[src/include/wdog_map.svh]
// register map, codes and timing for the process data watchdog block
`ifndef WDOG_MAP_SVH
`define WDOG_MAP_SVH
`define TIMEOUT_ADDR 16'h07d0
`define MODE_ADDR 16'h07d2
`define REASON_ADDR 16'h07d4
`define CMD_ADDR 16'h07d6
`define STATUS_ADDR 16'h1f3c
`define DIAG_ADDR 16'h1f3d
`define TIMEOUT_RESET 16'h0000
`define TIMEOUT_MIN 16'h00c8
`define TIMEOUT_MAX 16'hfde8
`define MODE_RESET 2'h0
`define MODE_LOW 2'h0
`define MODE_HIGH 2'h1
`define MODE_HOLD 2'h2
`define REASON_RESET 16'h0000
`define REASON_LINK 16'h0007
`define REASON_HOST 16'h0008
`define REASON_USER 16'h0009
`define REASON_ABORT 16'h000a
`define REASON_INIT 16'h000b
`define REASON_WDOG 16'h000c
`define REASON_CONN 16'h000d
`define CMD_SET_BIT 4
`define CMD_ACK_BIT 5
`define CMD_CLR_BIT 7
`define ST_ERROR_BIT 0
`define ST_FAIL_BIT 1
`define DG_OUT_SHORT_BIT 0
`define DG_UNDERVOLT_BIT 2
`define DG_SURGE_BIT 3
`define DG_SENS_SHORT_BIT 4
`define DG_OVERTEMP_BIT 10
`define CLK_PERIOD_NS 10
`define MS_PERIOD_NS 1000000
`define CYCLES_PER_MS (`MS_PERIOD_NS / `CLK_PERIOD_NS)
`endif

[src/include/wdog_pkg.sv]
// types shared by the process data watchdog files
package wdog_pkg;
  typedef enum logic [1:0] {WD_OFF, WD_ARMED, WD_RUN} wd_state_t;
  typedef logic [1:0] fault_mode_t;
endpackage

[src/verilog/ms_tick.sv]
// millisecond time base with restart
`timescale 1ns/1ps
module ms_tick #(
  parameter int CYCLES = 100000
) (
  input wire logic clk,
  input wire logic resetn,
  input wire logic clr,
  output logic tick
);
  localparam int W = $clog2(CYCLES);
  logic [W-1:0] cnt_reg;
  logic tick_reg;

  generate
    if (CYCLES < 2) begin : g_chk
      $error("ms_tick needs at least two cycles per tick");
    end
  endgenerate

  // restart aligns the first tick one full period after clr
  always_ff @(posedge clk) begin
    if (!resetn || clr) begin
      cnt_reg <= '0;
    end else if (cnt_reg == W'(CYCLES - 1)) begin
      cnt_reg <= '0;
    end else begin
      cnt_reg <= cnt_reg + W'(1);
    end
  end

  always_ff @(posedge clk) begin
    if (!resetn || clr) begin
      tick_reg <= 1'b0;
    end else begin
      tick_reg <= (cnt_reg == W'(CYCLES - 1));
    end
  end

  assign tick = tick_reg;
endmodule

[src/verilog/process_watchdog.sv]
// output data watchdog, substitute values and fault registers
`timescale 1ns/1ps
`include "wdog_map.svh"
module process_watchdog #(
  parameter int CYCLES_PER_MS = `CYCLES_PER_MS,
  parameter int OUT_WIDTH = 16
) (
  input wire logic clk,
  input wire logic resetn,
  input wire logic reg_req,
  input wire logic reg_we,
  input wire logic [15:0] reg_addr,
  input wire logic [15:0] reg_wdata,
  output logic reg_ack,
  output logic [15:0] reg_rdata,
  output logic reg_exc,
  input wire logic pd_wr,
  input wire logic [OUT_WIDTH-1:0] pd_wdata,
  input wire logic ack_manual,
  input wire logic conn_timeout,
  input wire logic conn_abort,
  input wire logic init_error,
  input wire logic internal_link_timeout,
  input wire logic host_timeout,
  input wire logic out_overload_pin,
  input wire logic sens_undervolt_pin,
  input wire logic sens_surge_pin,
  input wire logic sens_short_pin,
  input wire logic over_temp_pin,
  output logic [OUT_WIDTH-1:0] dout,
  output logic net_fail,
  output logic cmd_error
);
  generate
    if (OUT_WIDTH < 1 || OUT_WIDTH > 16) begin : g_chk
      $error("OUT_WIDTH must lie between 1 and 16");
    end
  endgenerate

  logic [15:0] timeout_reg;
  wdog_pkg::fault_mode_t mode_reg;
  logic [15:0] reason_reg;
  logic net_fail_reg;
  logic [OUT_WIDTH-1:0] pd_reg;
  logic [OUT_WIDTH-1:0] dout_reg;
  logic [15:0] elapsed_reg;
  wdog_pkg::wd_state_t wd_state_reg;
  logic [2:0] diag_latch_reg;
  logic [4:0] pin_s1_reg;
  logic [4:0] pin_s2_reg;
  logic reg_ack_reg;
  logic [15:0] reg_rdata_reg;
  logic reg_exc_reg;
  logic cmd_error_reg;

  // bus decode
  logic wr, rd, hit_to, hit_mode, hit_reason, hit_cmd, hit_st, hit_dg;
  logic active, to_ok, mode_ok, to_wr, mode_wr;
  logic cmd_wr, cmd_one, cmd_bad, cmd_set, cmd_ack, cmd_clr;
  logic exc_next;
  assign wr = reg_req & reg_we;
  assign rd = reg_req & ~reg_we;
  assign hit_to = (reg_addr == `TIMEOUT_ADDR);
  assign hit_mode = (reg_addr == `MODE_ADDR);
  assign hit_reason = (reg_addr == `REASON_ADDR);
  assign hit_cmd = (reg_addr == `CMD_ADDR);
  assign hit_st = (reg_addr == `STATUS_ADDR);
  assign hit_dg = (reg_addr == `DIAG_ADDR);
  assign active = (wd_state_reg == wdog_pkg::WD_RUN);
  // zero refused once running: supervision cannot be switched off
  assign to_ok = (reg_wdata == 16'h0000) ? !active :
                 (reg_wdata >= `TIMEOUT_MIN &&
                  reg_wdata <= `TIMEOUT_MAX);
  assign mode_ok = (reg_wdata <= {14'h0000, `MODE_HOLD});
  assign to_wr = wr & hit_to & to_ok;
  assign mode_wr = wr & hit_mode & mode_ok;
  assign cmd_wr = wr & hit_cmd;
  assign cmd_one = (reg_wdata != 16'h0000) &&
                   ((reg_wdata & (reg_wdata - 16'h0001)) == 16'h0000);
  assign cmd_bad = cmd_wr & ~cmd_one;
  assign cmd_set = cmd_wr & cmd_one & reg_wdata[`CMD_SET_BIT];
  assign cmd_ack = cmd_wr & cmd_one & reg_wdata[`CMD_ACK_BIT];
  assign cmd_clr = cmd_wr & cmd_one & reg_wdata[`CMD_CLR_BIT];

  always_comb begin
    exc_next = 1'b0;
    if (wr) begin
      exc_next = !(to_wr || mode_wr || (cmd_wr && cmd_one));
    end else if (rd) begin
      exc_next = !(hit_to || hit_mode || hit_reason || hit_st || hit_dg);
    end
  end

  // diagnostic pins cross from the outside world
  always_ff @(posedge clk) begin
    if (!resetn) begin
      pin_s1_reg <= 5'h00;
      pin_s2_reg <= 5'h00;
    end else begin
      pin_s1_reg <= {over_temp_pin, sens_short_pin, sens_surge_pin,
                     sens_undervolt_pin, out_overload_pin};
      pin_s2_reg <= pin_s1_reg;
    end
  end

  // latched events: a new event in the clear cycle survives
  always_ff @(posedge clk) begin
    if (!resetn) begin
      diag_latch_reg <= 3'h0;
    end else begin
      diag_latch_reg <= (cmd_clr ? 3'h0 : diag_latch_reg) |
                        {pin_s2_reg[3], pin_s2_reg[2], pin_s2_reg[0]};
    end
  end

  logic [15:0] diag_status, summary_status;
  always_comb begin
    diag_status = 16'h0000;
    diag_status[`DG_OUT_SHORT_BIT] = diag_latch_reg[0];
    diag_status[`DG_UNDERVOLT_BIT] = pin_s2_reg[1];
    diag_status[`DG_SURGE_BIT] = diag_latch_reg[1];
    diag_status[`DG_SENS_SHORT_BIT] = diag_latch_reg[2];
    diag_status[`DG_OVERTEMP_BIT] = pin_s2_reg[4];
    summary_status = 16'h0000;
    summary_status[`ST_ERROR_BIT] = net_fail_reg ||
                                    (diag_status != 16'h0000);
    summary_status[`ST_FAIL_BIT] = net_fail_reg;
  end

  // configuration registers
  always_ff @(posedge clk) begin
    if (!resetn) begin
      timeout_reg <= `TIMEOUT_RESET;
    end else if (to_wr) begin
      timeout_reg <= reg_wdata;
    end
  end

  always_ff @(posedge clk) begin
    if (!resetn) begin
      mode_reg <= `MODE_RESET;
    end else if (mode_wr) begin
      mode_reg <= reg_wdata[1:0];
    end
  end

  // watchdog
  logic tick, ack_fire, restart, expire, fail_any;
  assign ack_fire = net_fail_reg &
                    (cmd_ack | (~ack_manual & pd_wr));
  assign restart = (active & pd_wr) | ack_fire;
  assign expire = active & ~net_fail_reg & tick & ~restart &
                  ({1'b0, elapsed_reg} + 17'h00001 >=
                   {1'b0, timeout_reg});

  ms_tick #(
    .CYCLES(CYCLES_PER_MS)
  ) u_tick (
    .clk(clk),
    .resetn(resetn),
    .clr(restart),
    .tick(tick)
  );

  always_ff @(posedge clk) begin
    if (!resetn) begin
      wd_state_reg <= wdog_pkg::WD_OFF;
    end else begin
      case (wd_state_reg)
        wdog_pkg::WD_OFF: begin
          if (timeout_reg != 16'h0000) begin
            wd_state_reg <= wdog_pkg::WD_ARMED;
          end
        end
        wdog_pkg::WD_ARMED: begin
          if (timeout_reg == 16'h0000) begin
            wd_state_reg <= wdog_pkg::WD_OFF;
          end else if (pd_wr) begin
            wd_state_reg <= wdog_pkg::WD_RUN;
          end
        end
        wdog_pkg::WD_RUN: begin
          wd_state_reg <= wdog_pkg::WD_RUN;
        end
        default: begin
          wd_state_reg <= wdog_pkg::WD_OFF;
        end
      endcase
    end
  end

  // counting pauses while failed; the acknowledge starts a fresh period
  always_ff @(posedge clk) begin
    if (!resetn) begin
      elapsed_reg <= 16'h0000;
    end else if (restart || !active) begin
      elapsed_reg <= 16'h0000;
    end else if (tick && !net_fail_reg && elapsed_reg != 16'hffff) begin
      elapsed_reg <= elapsed_reg + 16'h0001;
    end
  end

  // failure indication: a new failure wins over an acknowledge
  assign fail_any = expire | cmd_set | conn_timeout | conn_abort |
                    init_error | internal_link_timeout | host_timeout;

  always_ff @(posedge clk) begin
    if (!resetn) begin
      net_fail_reg <= 1'b0;
    end else if (fail_any) begin
      net_fail_reg <= 1'b1;
    end else if (ack_fire) begin
      net_fail_reg <= 1'b0;
    end
  end

  always_ff @(posedge clk) begin
    if (!resetn) begin
      reason_reg <= `REASON_RESET;
    end else if (expire) begin
      reason_reg <= `REASON_WDOG;
    end else if (cmd_set) begin
      reason_reg <= `REASON_USER;
    end else if (conn_timeout) begin
      reason_reg <= `REASON_CONN;
    end else if (conn_abort) begin
      reason_reg <= `REASON_ABORT;
    end else if (init_error) begin
      reason_reg <= `REASON_INIT;
    end else if (internal_link_timeout) begin
      reason_reg <= `REASON_LINK;
    end else if (host_timeout) begin
      reason_reg <= `REASON_HOST;
    end
  end

  // outputs
  always_ff @(posedge clk) begin
    if (!resetn) begin
      pd_reg <= '0;
    end else if (pd_wr) begin
      pd_reg <= pd_wdata;
    end
  end

  always_ff @(posedge clk) begin
    if (!resetn) begin
      dout_reg <= '0;
    end else if (net_fail_reg) begin
      case (mode_reg)
        `MODE_LOW: dout_reg <= '0;
        `MODE_HIGH: dout_reg <= '1;
        default: dout_reg <= dout_reg;
      endcase
    end else begin
      dout_reg <= pd_reg;
    end
  end

  // register answers, one cycle after the request
  always_ff @(posedge clk) begin
    if (!resetn) begin
      reg_ack_reg <= 1'b0;
      reg_exc_reg <= 1'b0;
      cmd_error_reg <= 1'b0;
    end else begin
      reg_ack_reg <= reg_req;
      reg_exc_reg <= exc_next;
      cmd_error_reg <= cmd_bad;
    end
  end

  always_ff @(posedge clk) begin
    if (!resetn) begin
      reg_rdata_reg <= 16'h0000;
    end else if (rd) begin
      if (hit_to) begin
        reg_rdata_reg <= timeout_reg;
      end else if (hit_mode) begin
        reg_rdata_reg <= {14'h0000, mode_reg};
      end else if (hit_reason) begin
        reg_rdata_reg <= reason_reg;
      end else if (hit_st) begin
        reg_rdata_reg <= summary_status;
      end else if (hit_dg) begin
        reg_rdata_reg <= diag_status;
      end else begin
        reg_rdata_reg <= 16'h0000;
      end
    end
  end

  assign reg_ack = reg_ack_reg;
  assign reg_rdata = reg_rdata_reg;
  assign reg_exc = reg_exc_reg;
  assign dout = dout_reg;
  assign net_fail = net_fail_reg;
  assign cmd_error = cmd_error_reg;
endmodule

[config.mk]
export PLATFORM = sky130hd
export DESIGN_NAME = process_watchdog
export DESIGN_NICKNAME = d
export VERILOG_FILES = /design/src/include/wdog_pkg.sv /design/src/verilog/ms_tick.sv /design/src/verilog/process_watchdog.sv
export VERILOG_INCLUDE_DIRS = /design/src /design/src/include
export SDC_FILE = /design/constraint.sdc
export NUM_CORES = 1
export LEC_CHECK = 0
export BUFFER_PORTS_ARGS = -buffer_cell sky130_fd_sc_hd__buf_4
export CAP_MARGIN = 20
export CORE_UTILIZATION = 45
export CTS_CLUSTER_SIZE = 25
export DETAILED_ROUTE_END_ITERATION = 10
export PLACE_DENSITY_LB_ADDON = 0.2
export SLEW_MARGIN = 20
export SYNTH_ARGS = -nofsm -noshare
export SYNTH_HDL_FRONTEND = slang
export SYNTH_HIERARCHICAL = 1
export SYNTH_SLANG_ARGS = --single-unit
export TNS_END_PERCENT = 30
[constraint.sdc]
create_clock -name clk -period 3.1 [get_ports clk]
set_input_delay 0.62 -clock clk [delete_from_list [all_inputs] [get_ports clk]]
set_output_delay 0.62 -clock clk [all_outputs]
set_load 0.005 [all_outputs]
==> reports/results.ini, run 1 <==
[power_and_ir_drop]
power_density_nw_per_um2 = 503
combPwrFrac = 0.071
p_clk_frac = 0.498
peakVddDrop_mv = 0.401
p_int_uw = 2930
leakagePower_uw = 0.00298
swShare = 0.235
switching_power_uw = 901
pwr-share-seq = 0.431

[yosys]
ys_top_cells_by_area = dfxtp_1, a21oi_1, nor2_1
synth_flop_cell = dfxtp_1
netlist_area_um2 = 6070
syn-num-nets = 790
synth_cell_types = 65
synth_top_area_frac = 0.405
yosys.area.top_type = dfxtp_1
synthMuxAreaShare = 0.0330
avgSynthCellArea_um2 = 8.58
yosys_warnings = 6
synth_top_family_by_area = simple AND/OR/NAND/NOR gates
synth_common_cells = dfxtp_1, nor2_1, a21oi_1
yosys.area_share.adder = 0.0371
synth_edf_count = 0
ys_ff_latch = 123
syn_inst = 708
synth.most_common_cell = dfxtp_1
async_flop_share = 0
synthXorXnorAreaFrac = 0.0620
synth-compound-area-share = 0.165
synth-simple-area-share = 0.246
yosysSeqAreaShare = 0.405

[finish]
register_area_um2 = 2470
largest_reg_flops = 17
stdcell_area_um2 = 7610
num_antenna_cells = 0
nNetsFinal = 884
area_growth_pct = 25.4
fillerInstances = 1194
drive_above_1_share = 0.225
multiInputGateArea_um2 = 3350
final_cell_count_no_fill = 991

[sta]
hold_violations = 0
fmax_mhz = 344
slew_viol_final = 0
setup_violations = 0
post-route-period-util = 0.937
min_period_ns = 2.90
tightest_slew_ns = 0.784
slew_headroom = 0.464
finalClockSkew_ns = 0.00735

[placement]
dp_cells = 957
port_buffers = 99
placed_cell_area_um2 = 6960
globalplace.congestion = 0.894
dpl.hpwl_um = 11600

[critical_path]
r2r-start = elapsed_reg[0]$_SDFFE_PP0P_
critPathArrivalTime_ns = 3.18
critPathCaptureType = flip-flop
cp_data_required_time_ns = 3.38
worstSetupPathType = reg2reg
startpoint = elapsed_reg[0]$_SDFFE_PP0P_
critPathLaunchType = flip-flop
crit_fanout = 5

[detailed_routing]
antenna_left = 0
route.detailed.drc = 0
drt_iter0_drc = 395
vias = 5567
firstDrtPassIters = 7
detail_route.wl_per_cell_um = 16.2
viasPerCell = 5.62
wl_um = 16000

[floorplanning]
fp.coreArea_um2 = 13200
die_h_um = 118
die_w_um = 118
num_rows = 42
io_pins = 100
die_area_um2 = 14000
start_util = 0.460

[clock_tree]
cts.sinks = 123
cts_tree = yes
root_buffer = clkbuf_16
cts_buffer_depth = 2
cts_buffers = 17
worstSkewPairLatency_ns = 0.42
clk_pin_slew_worst_paths_ns = 0.06
cts_max_level = 4

[worst_hold_path]
worstHoldStart = out_overload_pin
holdCritPathClass = in2reg

[global_routing]
use_met1 = 0.279
grt_first_pass_wirelength_um = 26300
grt_util_met2 = 0.414
top_usage_layer = met2
met3_usage = 0.0608
grt_overflow = 0
grt_usage = 0.240
grt_max_degree = 40
grt_pass1_vias = 5417
antenna_found_initial = 0

[run]
max_cap_violations = 0

[run_status]
outcome = finished, final reports clean

[cell usage in the layout (no fill, tap or decap), types with 4 or more instances in the layout]
cell	synthesis	routed
dfxtp_1	123	121
buf_4	0	115
nor2_1	75	75
a21oi_1	70	70
nand3_1	44	42
o21ai_0	37	37
xnor2_1	32	32
nand2_1	31	31
inv_1	29	29
nor3_1	23	23
mux2i_1	20	20
ha_1	18	17
clkbuf_16	0	17
and2_1	13	13
nand4_1	12	12
nor4_1	15	12
xor2_1	11	11
nor3_2	10	10
a21o_1	9	9
or3_1	6	6
a31oi_1	5	5
or2_2	4	4
o41ai_1	4	4
or4_1	4	4
nor3b_1	4	4
a222oi_1	4	4
[what timing repair did]
item                                    4_1_cts  5_1_grt
endpoints found under the setup margin        1        5
buffers inserted                              2        0
cloned                                        0        0
gates resized for setup                       1       11
hold buffers                                  0        0
pin swaps                                     1        6
[power groups by stage]
stage / clock [µW] / combinational (µW) / sequential (µW)
finish: 1910 / 271 / 1650
detailed placement: 0 / 268 / 1680
CTS: 1950 / 269 / 1650
global placement: 0 / 262 / 1680
floorplan: 0 / 125 / 1680
global route: 2020 / 297 / 1650
[kinds of logic (layout without fill, tap and decap cells)]
family / count (synthesis) / after routing
AOI/OAI and AO/OA: 163 / 163
xor gates and xnor gates: 43 / 43
adders and majority gates: 18 / 18
muxes: 20 / 20
buffers and inverters: 70 / 177
and+or+nand+nor: 271 / 271
DFF: 123 / 123
[critical path: stages, from the launching register on]
cell and delay [ns]:
dfxtp_4 0.38, ha_4 0.15, nand3_1 0.12, nor4_2 0.36, nand4_1 0.17, buf_4 0.18, xnor2_1 0.12, ha_1 0.30
nand4_1 0.14, or3_1 0.39, a41o_1 0.31, nor4b_4 0.15
[through the flow]
stage	utilization	setup TNS [ns]	setup WS [ns]	total power, µW	hold WS (ns)
final	0.577	0	0.195	3830	0.412
after global routing	0.577	-0.0476	-0.0476	3980	0.406
after CTS	0.573	0	0.00496	3870	0.397
after detailed placement	0.528	-0.0832	-0.0832	1950	0.422
after global placement	0.528	0	0.149	1950	0.419
after floorplan	-	0	0.0407	1800	0.412
[cell type report]
type,count,area share
clock buffers,21,0.0618
clock inverters,11,0.0145
inverters,29,0.0143
multi-input cells,515,0.441
flip-flops and latches,123,0.324
well taps,176,0.0289
repair buffers,116,0.116
[worst paths after layout]
kind | cells after the start | slack (ns) | end
setup reg to reg | 11 | 0.20 | reason_reg[1]$_SDFFE_PP0P_
setup / recovery | 11 | 0.20 | reason_reg[1]$_SDFFE_PP0P_
hold / removal | 2 | 0.41 | pin_s1_reg[0]$_SDFF_PN0_
hold reg to reg | 1 | 0.43 | pin_s2_reg[3]$_SDFF_PN0_
[per-layer routing]
layer,share of wire,vias to the layer above
met5,0,-
met4,0.019,0
met3,0.057,28
met2,0.51,163
met1,0.42,2636
li1,-,2740
No activity file was read; power rests on OpenSTA's default activity.
==> run 2: changes to the inputs <==
--- a/config.mk
+++ b/config.mk
@@ -6,6 +6,7 @@
 export SDC_FILE = /design/constraint.sdc
 export NUM_CORES = 1
 export LEC_CHECK = 0
+export ABC_AREA = 1
 export BUFFER_PORTS_ARGS = -buffer_cell sky130_fd_sc_hd__buf_4
 export CAP_MARGIN = 20
 export CORE_UTILIZATION = 45
==> run 2 against run 1 <==
  * Combinational power down 1%
  * Synthesized cell count up 25%
  * Clock skew down 0.0017 ns
  * First-iteration DRC count up 17%
  * Worst hold slack worse by 0.030 ns
  * Global-route usage down 1.2 points
  * Largest power group unchanged
==> reports/results.ini, run 2 <==
[placement]
port_buffers = 99
dp_cells = 1138
dpl.hpwl_um = 11200
placed_cell_area_um2 = 7130
globalplace.congestion = 0.893

[finish]
drive_above_1_share = 0.199
nNetsFinal = 1065
mostFrequentLayoutCells = nand2_1, nor2_1, dfxtp_1, inv_1, buf_4
final_cell_count_no_fill = 1172
num_antenna_cells = 0
area_growth_pct = 25.2
fin_util = 0.585
final_common_cell = nand2_1
stdcell_area_um2 = 7830
largest_reg_flops = 17

[yosys]
ys_ff_latch = 123
ys_top_cells_by_area = dfxtp_1, nand2_1, nor2_1
syn-num-nets = 966
synth.most_common_cell = nand2_1
synth_top_area_frac = 0.394
yosys.area.top_type = dfxtp_1
yosysSeqAreaShare = 0.394
avgSynthCellArea_um2 = 7.08
synth_edf_count = 0
synth_common_cells = nand2_1, nor2_1, dfxtp_1
netlist_area_um2 = 6260
synth_cell_types = 43
synth_flop_cell = dfxtp_1
async_flop_share = 0
yosys_warnings = 6
syn_inst = 884

[sta]
hold_violations = 0
tightest_slew_ns = 0.762
rsz0062_at_grt = no
fin_tns_setup_ns = 0
fmax_mhz = 357
slew_headroom = 0.490
setup_violations = 0
finalClockSkew_ns = 0.00569
min_period_ns = 2.80
post-route-period-util = 0.904
slew_viol_final = 0

[global_routing]
grt_first_pass_wirelength_um = 25700
grt_max_degree = 41
grt_usage = 0.228
grt_overflow = 0
grt_pass1_vias = 5507
antenna_found_initial = 0

[critical_path]
critPathArrivalTime_ns = 3.12
critPathLaunchType = flip-flop
crit_fanout = 5
critPathCaptureType = flip-flop
worstSetupPathType = reg2reg
cp_data_required_time_ns = 3.42
r2r_slack_ns = 0.30

[power_and_ir_drop]
peakVddDrop_mv = 0.364
switching_power_uw = 901
swShare = 0.219
power_density_nw_per_um2 = 526
combPwrFrac = 0.065
pwr-share-seq = 0.400
p_int_uw = 3220
p_clk_frac = 0.536
leakagePower_uw = 0.00341
total_power_uw = 4120

[clock_tree]
worstSkewPairLatency_ns = 0.42
cts_tree = yes
cts_max_level = 4
root_buffer = clkbuf_16
clk_pin_slew_worst_paths_ns = 0.06
cts.sinks = 123
cts_buffers = 17
cts_buffer_depth = 2

[detailed_routing]
wl_um = 15500
antenna_left = 0
vias = 5940
firstDrtPassIters = 5
drt_iter0_drc = 463
viasPerCell = 5.07
route.detailed.drc = 0
detail_route.wl_per_cell_um = 13.2

[floorplanning]
num_rows = 42
io_pins = 100
die_h_um = 120
start_util = 0.467
fp.coreArea_um2 = 13400
die_w_um = 120
die_area_um2 = 14400

[run]
max_cap_violations = 0

[worst_hold_path]
holdCritPathClass = in2reg

[run_status]
outcome = finished, final reports clean

[run 2: cell types whose count changed in the layout (fill, tap and decap cells not counted), moves of 12 or more]
cell	before	now
xnor2_1	32	4
a21oi_1	70	53
nand2_1	31	183
a221oi_1	2	15
nor2_2	0	20
nor2_1	75	124
mux2i_1	20	0
inv_1	29	109
o21ai_1	0	12
and2_1	13	0
[run 2: cell type report]
class                   instances  area (µm²)
flip-flops and latches        123        2460
clock buffers                  19         453
clock inverters                13         213
multi-input cells             618        3240
fillers                      1282        5570
inverters                     114         428
well taps                     176         220
repair buffers                109         818
[run 2: critical path: stages (launching register included)]
cell and delay (ns):
dfxtp_2 0.36, ha_1 0.19, nand3_1 0.15, nor2_2 0.16, inv_1 0.08, nor3_4 0.15, nand3_1 0.12, xor2_1 0.19
inv_1 0.06, ha_1 0.31, nand4_1 0.09, inv_1 0.09, nand2_1 0.07, nor4_2 0.13, nor2_1 0.06, nand2_1 0.05
inv_1 0.04, nand2_1 0.09, nand4_2 0.16, nand2_1 0.11, nor2_1 0.04
[run 2: timing repair]
action	CTS	global route
resized for setup	0	5
setup endpoints to repair	0	5
setup buffers	0	2
hold buffers	0	0
[run 2: kinds of logic (layout without fill, tap and decap cells)]
| family | count (synthesis) | in the layout | synth area share |
|---|---|---|---|
| compound gates | 140 | 140 | 0.133 |
| xor+xnor | 19 | 19 | 0.0266 |
| fa+ha+maj | 18 | 18 | 0.0360 |
| buf+inv | 143 | 255 | 0.0934 |
| flops | 123 | 123 | 0.394 |
| simple gates | 441 | 441 | 0.317 |
[run 2: through the flow]
step / setup WS [ns] / hold slack, ns
global route: 0.00908 / 0.377
floorplan: 0.460 / 0.390
CTS: 0.144 / 0.363
finish: 0.296 / 0.382
detailed placement: 0.147 / 0.397
global placement: 0.233 / 0.398
[run 2: final timing paths]
kind / startpoint / endpoint / depth (start not counted)
max: elapsed_reg[0]$_SDFFE_PP0P_ / reason_reg[0]$_SDFFE_PP0P_ / 20
min: sens_short_pin / pin_s1_reg[3]$_SDFF_PN0_ / 3
max reg2reg: elapsed_reg[0]$_SDFFE_PP0P_ / reason_reg[0]$_SDFFE_PP0P_ / 20
min reg2reg: pin_s1_reg[4]$_SDFF_PN0_ / pin_s2_reg[4]$_SDFF_PN0_ / 2
[run 2: power groups by stage]
stage / sequential, µW / clock (µW) / combinational (µW)
2_1_floorplan: 1670 / 0 / 139
3_3_place_gp: 1680 / 0 / 264
3_5_place_dp: 1680 / 0 / 266
4_1_cts: 1640 / 2250 / 268
5_1_grt: 1650 / 2320 / 296
6_report: 1650 / 2200 / 267
[run 2: routing by layer]
metal,wire length (µm),global-route usage,share of wire,vias up
met2,7420,0.380,0.48,136
met1,7060,0.284,0.46,2704
met4,288,0.0938,0.019,0
met5,0,0,0,-
li1,-,-,-,3079
met3,734,0.0480,0.047,21
